<file path="config.mk">
export PLATFORM = sky130hd
export DESIGN_NAME = swc_sleep_ctrl
export DESIGN_NICKNAME = d
export VERILOG_FILES = /design/src/swc_pkg.sv /design/src/swc_sleep_ctrl.sv
export SDC_FILE = /design/constraint.sdc
export NUM_CORES = 1
export LEC_CHECK = 0
export BUFFER_PORTS_ARGS = -buffer_cell sky130_fd_sc_hd__buf_2
export CAP_MARGIN = 20
export CORE_MARGIN = 1
export CORE_UTILIZATION = 54
export CTS_BUF_LIST = sky130_fd_sc_hd__clkbuf_4
export DETAILED_ROUTE_END_ITERATION = 12
export PLACE_DENSITY = 0.92
export SKIP_CTS_REPAIR_TIMING = 1
export SLEW_MARGIN = 20
export SYNTH_ARGS = -nofsm -noshare
export SYNTH_HDL_FRONTEND = slang
export SYNTH_SLANG_ARGS = --single-unit
</file>
<file path="constraint.sdc">
create_clock -name clk_sys -period 3.85 [get_ports clk_sys]
set_input_delay 0.385 -clock clk_sys [delete_from_list [all_inputs] [get_ports clk_sys]]
set_output_delay 0.385 -clock clk_sys [all_outputs]
set_load 0.05 [all_outputs]
</file>
<file path="src/swc_pkg.sv">
// Constants and types of the sleep and wake-up controller
package swc_pkg;

  // Register map
  localparam logic [7:0] STATUS_OFS = 8'h03;
  localparam logic [7:0] OPTION_OFS = 8'h81;
  localparam logic [7:0] OPTION_RST = 8'hFF;
  localparam int STAT_PD_BIT = 3;
  localparam int STAT_TO_BIT = 4;
  localparam int OPT_PSA_BIT = 3;
  localparam int OPT_PS_LSB = 0;

  // Interrupt sources; only clockless ones may wake the core
  localparam int IRQ_N = 10;
  localparam logic [IRQ_N-1:0] WAKE_CAPABLE = 10'h1FB;

  // Program memory: identification words and address width
  localparam int PADDR_W = 14;
  localparam logic [PADDR_W-1:0] ID_FIRST = 14'h2000;
  localparam logic [PADDR_W-1:0] ID_LAST = 14'h2003;
  localparam logic [PADDR_W-1:0] INT_VECTOR = 14'h0004;
  localparam logic [1:0] CP_UNPROGRAMMED = 2'h3;

  // Timing at 40 MHz
  localparam int CLK_MHZ = 40;
  localparam int OST_TOSC = 1024;
  localparam int OST_CYCLES = OST_TOSC;
  localparam int WDT_PERIOD_US = 18000;
  localparam int WDT_CYCLES_DEF = WDT_PERIOD_US * CLK_MHZ;
  localparam int DUMMY_CYCLES = 2;

  typedef enum logic [1:0] {
    SWC_RUN = 2'h0,
    SWC_SLEEP = 2'h1,
    SWC_OSC_WAIT = 2'h3,
    SWC_DUMMY = 2'h2
  } swc_state_t;

  // Request from the processor core
  typedef struct packed {
    logic sleep_exec;
    logic watchdog_clear_instr;
    logic [PADDR_W-1:0] pc;
  } swc_core_req_t;

  // Interrupt flag and individual enable vectors
  typedef struct packed {
    logic [IRQ_N-1:0] flags;
    logic [IRQ_N-1:0] enables;
  } swc_irq_t;

endpackage

</file>
<file path="src/swc_sleep_ctrl.sv">
// Sleep, wake-up, watchdog and read-out gating controller
//
// Implementation choice: strobed register access.
`timescale 1ns/1ps
`default_nettype none
module swc_sleep_ctrl #(
  parameter int WDT_CYCLES = swc_pkg::WDT_CYCLES_DEF
) (
  input wire logic clk_sys,
  input wire logic resetn,
  input wire logic [7:0] reg_addr,
  input wire logic [7:0] reg_wdata,
  input wire logic reg_wr,
  input wire logic reg_rd,
  output logic [7:0] reg_rdata,
  input wire swc_pkg::swc_core_req_t core_req,
  input wire swc_pkg::swc_irq_t irq,
  input wire logic global_irq_enable,
  input wire logic watchdog_enable_fuse,
  input wire logic osc_rc_mode,
  input wire logic master_clear_pin_n,
  input wire logic verify_mode,
  input wire logic [1:0] code_protect_fuse,
  input wire logic [swc_pkg::PADDR_W-1:0] prog_addr,
  output logic device_reset,
  output logic core_halt,
  output logic osc_drive_on,
  output logic io_hold,
  output logic [swc_pkg::PADDR_W-1:0] prefetch_addr,
  output logic sleep_nop,
  output logic resume_exec,
  output logic vector_req,
  output logic [swc_pkg::PADDR_W-1:0] vector_addr,
  output logic prog_read_allow,
  output logic id_write_allow
);

  localparam int WDT_W = $clog2(WDT_CYCLES + 1);
  localparam int OST_W = $clog2(swc_pkg::OST_CYCLES + 1);

  swc_pkg::swc_state_t st_r, st_nxt;
  logic [7:0] option_r;
  logic pd_n_r, to_n_r;
  logic master_clear_pin_n_s1_r, master_clear_pin_n_s2_r;
  logic [WDT_W-1:0] wdt_cnt_r;
  logic [7:0] post_cnt_r;
  logic [OST_W-1:0] ost_cnt_r;
  logic dummy_cnt_r;
  logic vec_pend_r;
  logic reset_r, nop_r, resume_r, vector_r;
  logic [swc_pkg::PADDR_W-1:0] prefetch_r;
  logic rd_allow_r, id_wr_r;
  logic [7:0] rdata_r;
  logic master_clear_pin_n_act, wake_irq, sleep_take, sleep_nop_c;
  logic base_tmo, wdt_tmo, wdt_clr, ost_done, id_hit;
  logic [7:0] post_limit;

  // Master clear pin through two flip-flops
  always_ff @(posedge clk_sys or negedge resetn) begin
    if (!resetn) begin
      master_clear_pin_n_s1_r <= 1'b1;
      master_clear_pin_n_s2_r <= 1'b1;
    end else begin
      master_clear_pin_n_s1_r <= master_clear_pin_n;
      master_clear_pin_n_s2_r <= master_clear_pin_n_s1_r;
    end
  end
  assign master_clear_pin_n_act = !master_clear_pin_n_s2_r;

  // Wake only on clockless sources with their own enable set
  assign wake_irq = |(irq.flags & irq.enables
                      & swc_pkg::WAKE_CAPABLE);
  assign sleep_nop_c = (st_r == swc_pkg::SWC_RUN) && core_req.sleep_exec
                       && wake_irq && !master_clear_pin_n_act;
  assign sleep_take = (st_r == swc_pkg::SWC_RUN) && core_req.sleep_exec
                      && !wake_irq && !master_clear_pin_n_act;

  // Watchdog base count and prescaler in postscaler role
  assign post_limit = 8'(({1'b0, 8'h01} << option_r[2:0]) - 9'h001);
  assign base_tmo = watchdog_enable_fuse
                    && (wdt_cnt_r == WDT_W'(WDT_CYCLES - 1));
  assign wdt_tmo = base_tmo && (!option_r[swc_pkg::OPT_PSA_BIT]
                   || post_cnt_r == post_limit);
  assign wdt_clr = sleep_take || core_req.watchdog_clear_instr
                   || master_clear_pin_n_act;

  // Watchdog counter keeps running through sleep
  always_ff @(posedge clk_sys or negedge resetn) begin
    if (!resetn) begin
      wdt_cnt_r <= '0;
      post_cnt_r <= 8'h00;
    end else if (wdt_clr || !watchdog_enable_fuse) begin
      wdt_cnt_r <= '0;
      post_cnt_r <= 8'h00;
    end else if (base_tmo) begin
      wdt_cnt_r <= '0;
      post_cnt_r <= wdt_tmo ? 8'h00 : post_cnt_r + 8'h01;
    end else begin
      wdt_cnt_r <= wdt_cnt_r + WDT_W'(1);
    end
  end

  // Oscillator start-up count and dummy cycle count
  assign ost_done = ost_cnt_r == OST_W'(swc_pkg::OST_CYCLES - 1);
  always_ff @(posedge clk_sys or negedge resetn) begin
    if (!resetn) begin
      ost_cnt_r <= '0;
      dummy_cnt_r <= 1'b0;
    end else begin
      ost_cnt_r <= (st_r == swc_pkg::SWC_OSC_WAIT)
                   ? ost_cnt_r + OST_W'(1) : '0;
      dummy_cnt_r <= (st_r == swc_pkg::SWC_DUMMY) && !dummy_cnt_r;
    end
  end

  // Sleep state machine next state
  always_comb begin
    st_nxt = st_r;
    case (st_r)
      swc_pkg::SWC_RUN: begin
        if (sleep_take) begin
          st_nxt = swc_pkg::SWC_SLEEP;
        end
      end
      swc_pkg::SWC_SLEEP: begin
        if (wake_irq || wdt_tmo) begin
          if (!osc_rc_mode) begin
            st_nxt = swc_pkg::SWC_OSC_WAIT;
          end else if (global_irq_enable && wake_irq) begin
            st_nxt = swc_pkg::SWC_DUMMY;
          end else begin
            st_nxt = swc_pkg::SWC_RUN;
          end
        end
      end
      swc_pkg::SWC_OSC_WAIT: begin
        if (ost_done) begin
          st_nxt = vec_pend_r ? swc_pkg::SWC_DUMMY
                              : swc_pkg::SWC_RUN;
        end
      end
      swc_pkg::SWC_DUMMY: begin
        if (dummy_cnt_r) begin
          st_nxt = swc_pkg::SWC_RUN;
        end
      end
      default: st_nxt = swc_pkg::SWC_RUN;
    endcase
    if (master_clear_pin_n_act) begin
      st_nxt = swc_pkg::SWC_RUN;
    end
  end

  always_ff @(posedge clk_sys or negedge resetn) begin
    if (!resetn) begin
      st_r <= swc_pkg::SWC_RUN;
    end else begin
      st_r <= st_nxt;
    end
  end

  // Vector decision: global enable only steers, never gates, the wake
  always_ff @(posedge clk_sys or negedge resetn) begin
    if (!resetn) begin
      vec_pend_r <= 1'b0;
    end else if (st_r == swc_pkg::SWC_SLEEP) begin
      vec_pend_r <= wake_irq && global_irq_enable;
    end
  end

  // Power-down and time-out flags
  always_ff @(posedge clk_sys or negedge resetn) begin
    if (!resetn) begin
      pd_n_r <= 1'b1;
      to_n_r <= 1'b1;
    end else if (sleep_take) begin
      pd_n_r <= 1'b0;
      to_n_r <= 1'b1;
    end else if (wdt_tmo && !master_clear_pin_n_act) begin
      to_n_r <= 1'b0;
      if (st_r != swc_pkg::SWC_SLEEP) begin
        pd_n_r <= 1'b1;
      end
    end else if (core_req.watchdog_clear_instr) begin
      pd_n_r <= 1'b1;
      to_n_r <= 1'b1;
    end
  end

  // Reset, prefetch and resume pulses toward the core
  always_ff @(posedge clk_sys or negedge resetn) begin
    if (!resetn) begin
      reset_r <= 1'b0;
      nop_r <= 1'b0;
      resume_r <= 1'b0;
      vector_r <= 1'b0;
      prefetch_r <= '0;
    end else begin
      reset_r <= master_clear_pin_n_act || (wdt_tmo
                 && st_r != swc_pkg::SWC_SLEEP);
      nop_r <= sleep_nop_c;
      // Resume only once the clock is back, not on entry to start-up wait
      resume_r <= !master_clear_pin_n_act && st_r != swc_pkg::SWC_RUN
                  && st_nxt != st_r && st_r != swc_pkg::SWC_DUMMY
                  && st_nxt != swc_pkg::SWC_OSC_WAIT;
      vector_r <= !master_clear_pin_n_act && st_r == swc_pkg::SWC_DUMMY
                  && dummy_cnt_r;
      if (sleep_take) begin
        prefetch_r <= core_req.pc + 14'h0001;
      end
    end
  end

  // Read-out gating for program memory and identification words
  assign id_hit = prog_addr >= swc_pkg::ID_FIRST
                  && prog_addr <= swc_pkg::ID_LAST;
  always_ff @(posedge clk_sys or negedge resetn) begin
    if (!resetn) begin
      rd_allow_r <= 1'b0;
      id_wr_r <= 1'b0;
    end else begin
      if (id_hit) begin
        rd_allow_r <= verify_mode;
      end else begin
        rd_allow_r <= !verify_mode
                      || code_protect_fuse == swc_pkg::CP_UNPROGRAMMED;
      end
      id_wr_r <= id_hit && verify_mode;
    end
  end

  // Register bus: option write, status and option read
  always_ff @(posedge clk_sys or negedge resetn) begin
    if (!resetn) begin
      option_r <= swc_pkg::OPTION_RST;
      rdata_r <= 8'h00;
    end else begin
      if (master_clear_pin_n_act) begin
        option_r <= swc_pkg::OPTION_RST;
      end else if (reg_wr && reg_addr == swc_pkg::OPTION_OFS) begin
        option_r <= reg_wdata;
      end
      rdata_r <= 8'h00;
      if (reg_rd && reg_addr == swc_pkg::OPTION_OFS) begin
        rdata_r <= option_r;
      end else if (reg_rd && reg_addr == swc_pkg::STATUS_OFS) begin
        rdata_r[swc_pkg::STAT_PD_BIT] <= pd_n_r;
        rdata_r[swc_pkg::STAT_TO_BIT] <= to_n_r;
      end
    end
  end

  // Outputs
  assign reg_rdata = rdata_r;
  assign device_reset = reset_r;
  assign core_halt = st_r != swc_pkg::SWC_RUN;
  assign osc_drive_on = st_r != swc_pkg::SWC_SLEEP;
  assign io_hold = st_r == swc_pkg::SWC_SLEEP
                   || st_r == swc_pkg::SWC_OSC_WAIT;
  assign prefetch_addr = prefetch_r;
  assign sleep_nop = nop_r;
  assign resume_exec = resume_r;
  assign vector_req = vector_r;
  assign vector_addr = swc_pkg::INT_VECTOR;
  assign prog_read_allow = rd_allow_r;
  assign id_write_allow = id_wr_r;
endmodule // swc_sleep_ctrl
`default_nettype wire

</file>
# Yosys cells after proc, flatten, opt, wreduce, memory -nomap -nowiden
# Index checks and enable logic that the tools add are counted.
totals:
  ff_bits: 83
  input_bits: 77
  out_inout_bits: 45
  word_cells: 113
op_classes:
  add_sub_neg: 5
  order_cmp: 2
  n_eq_ne: 15
  shift: 1
  n_mux: 28
  bitwise_logic: 1
  reduce_logical: 42
op_table:
  columns: ["cell", "count"]
  rows:
  - ["2-to-1 mux 20 bit", 2]
  - ["2-to-1 mux 8 bit", 5]
  - ["logical AND 1 bit", 22]
  - ["adder 20 x 1 -> 20 bit (second input constant)", 1]
  - ["equality test 20 bit (second input constant)", 1]
  - ["2-to-1 mux 2 bit", 10]
  - ["adder 14 x 1 -> 14 bit (second input constant)", 1]
  - ["greater-or-equal comparator 14 bit (second input constant)", 1]
  - ["<= comparator 14 bit (second input constant)", 1]
  - ["adder 11 x 1 -> 11 bit (second input constant)", 1]
  - ["equality test 11 x 10 -> 1 bit (second input constant)", 1]
  - ["2-to-1 mux 11 bit", 1]
  - ["bitwise AND 9 bit", 1]
  - ["adder 8 x 1 -> 8 bit (second input constant)", 1]
  - ["equality test 8 x 2 -> 1 bit (second input constant)", 1]
  - ["equality test 8 bit", 1]
  - ["equality test 8 bit (second input constant)", 1]
  - ["logical OR 1 bit", 8]
  - ["one-hot mux 2 bit (4 select lines)", 1]
  - ["OR reduction 8 bit", 1]
  - ["<< shifter 1 x 3 -> 8 bit (first input constant)", 1]
  - ["subtractor 8 x 1 -> 8 bit (second input constant)", 1]
  - ["2-to-1 mux 1 bit", 7]
  - ["equality test 2 bit (second input constant)", 3]
  - ["11 further kinds", 20]

# Logic depth before layout (Yosys ltp)
logic_depth:
  ltp_word: 13
  ltp_mapped: 10

# Least setup slack after synthesis
# Ideal clock, no wire load.
synth_timing:
  path_type: "flip-flop to flip-flop"
  startpoint: "register option_r[2]"
  endpoint: "register st_r[0]"
  arrival_ps: 2761
  slack_ps: 970
  stages_incl_launch_ff: 9
  path_buffers: 1
  path_cell_list: "dfstp_2 -> buf_6 -> or3_1 -> ha_1 -> xnor2_1 -> or4_4 -> o31a_1 -> or4_1 -> and2_1"
synth_via:
  elab_chain_len: 9
synth_rtl:
  columns: ["element", "line", "source"]
  rows:
  - ["from (decl)", "swc_sleep_ctrl.sv:42", "logic [7:0] option_r;"]
  - ["from (signal assigned)", "swc_sleep_ctrl.sv:235", "option_r <= swc_pkg::OPTION_RST;"]
  - ["from (signal assigned)", "swc_sleep_ctrl.sv:239", "option_r <= swc_pkg::OPTION_RST;"]
  - ["from (signal assigned)", "swc_sleep_ctrl.sv:241", "option_r <= reg_wdata;"]
  - ["<< shifter 1 x 3 -> 8 bit", "swc_sleep_ctrl.sv:79", "assign post_limit = 8'(({1'b0, 8'h01} << option_r[2:0]) - 9'h001);"]
  - ["subtractor 8 x 1 -> 8 bit", "swc_sleep_ctrl.sv:79", null]
  - ["equality test 8 bit", "swc_sleep_ctrl.sv:83", "|| post_cnt_r == post_limit);"]
  - ["logical OR 1 bit", "swc_sleep_ctrl.sv:83", null]
  - ["logical AND 1 bit", "swc_sleep_ctrl.sv:82", "assign wdt_tmo = base_tmo && (!option_r[swc_pkg::OPT_PSA_BIT]"]
  - ["logical OR 1 bit", "swc_sleep_ctrl.sv:126", "if (wake_irq || wdt_tmo) begin"]
  - ["2-to-1 mux 2 bit", "swc_sleep_ctrl.sv:126", null]
  - ["one-hot mux 2 bit (4 select lines)", "swc_sleep_ctrl.sv:119", "case (st_r)"]
  - ["2-to-1 mux 2 bit", "swc_sleep_ctrl.sv:149", "if (master_clear_pin_n_act) begin"]
  - ["net st_nxt[0]", "swc_sleep_ctrl.sv:41", "swc_pkg::swc_state_t st_r, st_nxt;"]
  - ["to (signal assigned)", "swc_sleep_ctrl.sv:156", "st_r <= swc_pkg::SWC_RUN;"]
  - ["to (signal assigned)", "swc_sleep_ctrl.sv:158", "st_r <= st_nxt;"]
  - ["to (decl)", "swc_sleep_ctrl.sv:41", null]
# The timed path passes the listed nets, and every way through them passes these cells.
# A chain may end at the register's enable or synchronous reset.

# Worst setup path in the final report
# Ends and elaborated chain as after synthesis.

==> results.py <==
metrics = {
    "cells_and_area": {
        "syn_to_final_growth_pct": 15.00,
        "nNetsFinal": 619,
        "mostFrequentLayoutCells": "buf_2 (100), dfrtp_1 (71), nand2_1 (56)",
        "post-route-util_pct": 65.63,
        "final_common_cell": "buf_2",
        "layout-drive-gt1-share_pct": 25.46,
        "antennaDiodeCount": 0,
    },
    "power": {
        "p_comb_share_pct": 20.9,
        "swShare_pct": 34.97,
        "ir_drop_v": 0.0002955,
        "finalPower_mw": 1.752,
        "power.leakage_nw": 2.340,
        "p_sw_uw": 612.6,
        "p_per_area_nw_per_um2": 360.3,
        "p_seq_share_pct": 54.4,
        "power_frac_clock_pct": 24.7,
        "p_int_mw": 1.139,
    },
    "sta": {
        "relSlewSlack_pct": 51.92,
        "tightestPinTransition_ps": 721.2,
        "setup_viol": 0,
        "hold_viol": 30,
        "whs_ps": -24.70,
        "skew_ps": 11.12,
        "period_minus_slack_ps": 2963,
        "finalSetupTns_ps": 0,
        "drv_slew": 0,
        "rsz0062_at_grt": "no",
        "fin_crit_sh_pct": 76.95,
        "fmax_mhz": 337.5,
        "fin_ws_ps": 887.5,
    },
    "setup_path": {
        "slowest_delay_ps": 550,
        "cp.required_ps": 4170,
        "crit_path_end_kind": "flip-flop",
        "start_kind": "flip-flop",
        "crit_family": "simple AND/OR/NAND/NOR gates",
        "worstPathArrival_ps": 3290,
        "slowest_stage": "or4_1",
        "critical_path.max_fanout": 11,
        "path_buf_inv": 0,
        "path_cells": "or3_1 -> ha_1 -> xnor2_1 -> or4_4 -> o31a_1 -> or4_1 -> and2_1",
        "critPathKind": "flip-flop to flip-flop",
    },
    "clocking": {
        "clock_latency_ps": 420,
        "cts_made_buffers": 9,
        "numClockSinks": 83,
        "cts.path.max_buffers": 2,
        "cts_tree": "yes",
        "cts_root_buf": "clkbuf_4",
        "clk_pin_slew_worst_paths_ps": 130,
        "h-tree-depth": 3,
    },
    "floorplanning": {
        "num_io_pins": 122,
        "die-area_um2": 8188,
        "row_count": 31,
        "initial_core_util_pct": 57.07,
        "coreArea_um2": 7408,
        "die_w_um": 90.49,
        "die_y_um": 90.49,
    },
    "route": {
        "drc": 0,
        "ant_nets": 0,
        "wl_um": 8589,
        "firstDrtPassIters": 4,
        "drt-wirelength-per-cell_um": 13.40,
        "dr_total_vias": 3462,
        "drt-vias-per-instance": 5.401,
        "drtIter0Drc": 276,
    },
    "status": {
        "status": "complete, but fails checks",
        "violations": "negative hold slack",
    },
    "logic_synthesis": {
        "synthArstFlopShare_pct": 100.0,
        "syn_avg_cell_area_um2": 9.653,
        "yosysSeqAreaShare_pct": 49.48,
        "ys_ff_latch": 83,
        "yosysUniqueCellTypes": 54,
        "ys.flop_type": "dfrtp_1",
        "netlist_instances": 438,
        "synth_edf_count": 0,
        "yosys_warnings": 0,
        "mappedNetlistArea_um2": 4228,
    },
    "placement": {
        "gp_congestion": 0.8142,
        "dpl.hpwl_um": 6316,
        "port_buffers": 101,
        "pre_cts_ws_ps": 908.3,
    },
    "global_route": {
        "grt_pass1_vias": 3401,
        "grt_max_degree": 84,
        "grt.total_usage_pct": 22.15,
        "grt_overflow": 0,
        "grt_pass1_wl_um": 14680,
        "antenna_found_initial": 0,
    },
    "job": {
        "maxCapViolCount": 0,
    },
    "hold_path": {
        "min_path_type": "primary input to async pin",
    },
}
-- Yosys cell counts (2+ instances only) --
cell / instances / area (µm²)
xor2_1: 26 / 227.7
a21oi_1: 10 / 50.05
buf_4: 14 / 105.1
clkbuf_1: 9 / 33.78
nand2_1: 56 / 210.2
mux2i_1: 8 / 80.08
nand3_1: 25 / 125.1
nor2b_1: 7 / 43.79
and2_1: 12 / 75.07
nor2_1: 44 / 165.2
and3_1: 13 / 81.33
a211oi_1: 2 / 15.01
buf_6: 2 / 22.52
o21ai_0: 24 / 120.1
nor3_1: 6 / 30.03
and4_1: 2 / 17.52
nand4_1: 6 / 37.54
inv_1: 10 / 37.54
or3_1: 8 / 50.05
dfstp_2: 12 / 315.3
a22oi_1: 6 / 45.04
o221ai_1: 3 / 26.28
conb_1: 2 / 7.510
ha_1: 5 / 62.56
a22o_1: 4 / 35.03
xnor2_1: 15 / 131.4
o31ai_1: 2 / 15.01
o21ai_1: 2 / 10.01
dfrtp_1: 71 / 1777
or4_1: 3 / 22.52
nor4_1: 6 / 37.54
-- stage by stage --
| stage | instance area (µm²) | instances | hold slack (ps) |
|---|---|---|---|
| after global routing | 4862 | 641 | 26.22 |
| after global placement | 4746 | 625 | 347.5 |
| after detailed placement | 4746 | 625 | 348.2 |
| after floorplan | 4273 | 450 | 89.41 |
| final | 4862 | 641 | -24.70 |
| after CTS | 4858 | 641 | 21.94 |
-- cell families after synthesis --
logic type,after synthesis,synth area share (%)
AOI/OAI and AO/OA,60,8.997
DFF,83,49.48
muxes,9,2.160
adders and majority gates,5,1.480
xor gates and xnor gates,41,8.494
and+or+nand+nor,202,24.39
buffers and inverters,36,4.824
other,2,0.1776
-- area by class of cell --
| type | instances | area, µm² |
|---|---|---|
| multi-input combinational | 331 | 1977 |
| inverter | 10 | 37.54 |
| clock inverter | 7 | 45.04 |
| tap | 99 | 123.9 |
| clock buffer | 9 | 67.56 |
| fill | 584 | 2546 |
| timing repair buffer | 102 | 519.2 |
| sequential | 83 | 2092 |
-- power groups by stage --
stage | clock network (mW) | logic [mW] | registers [mW]
detailed placement | 0 | 0.369 | 0.968
floorplan | 0 | 0.105 | 1.12
global route | 0.484 | 0.392 | 0.962
finish | 0.433 | 0.366 | 0.953
CTS | 0.450 | 0.369 | 0.954
global placement | 0 | 0.360 | 0.967
-- sequential cells by signal, summed over array words and instances (netlist names), 2 cells and up --
name and flops:
reg_rdata 8, ost_cnt_r 11, prefetch_addr 14, wdt_cnt_r 20, st_r 2, post_cnt_r 8, option_r 8
-- worst paths after layout --
path                                            to  slack (ps)  depth (start not counted)                     from
max                                        st_r[0]         890                          7              option_r[2]
min                                   ost_cnt_r[0]         -20                          1                   resetn
max reg2reg                                st_r[0]         890                          7              option_r[2]
min reg2reg                master_clear_pin_n_s2_r         360                          0  master_clear_pin_n_s1_r
max in group asynchronous           id_write_allow        3360                          1                   resetn
min in group clk_sys       master_clear_pin_n_s1_r          60                          1       master_clear_pin_n
-- routing by layer --
layer / vias up / GRT usage, % / wire length [µm]
li1: 1694 / - / -
met4: 0 / 9.543 / 60
met3: 7 / 3.535 / 510
met2: 134 / 38.83 / 4316
met5: - / 0 / 0
met1: 1627 / 26.91 / 3702
-- worst reg2reg max path: cells and delay by family, from the launching register on --
kind | cells | cell delay (ps)
xor+xnor | 1 | 130
simple gates | 4 | 1610
flops | 1 | 450
fa+ha+maj | 1 | 310
compound gates | 1 | 380
Power figures use the tool's default switching activity.
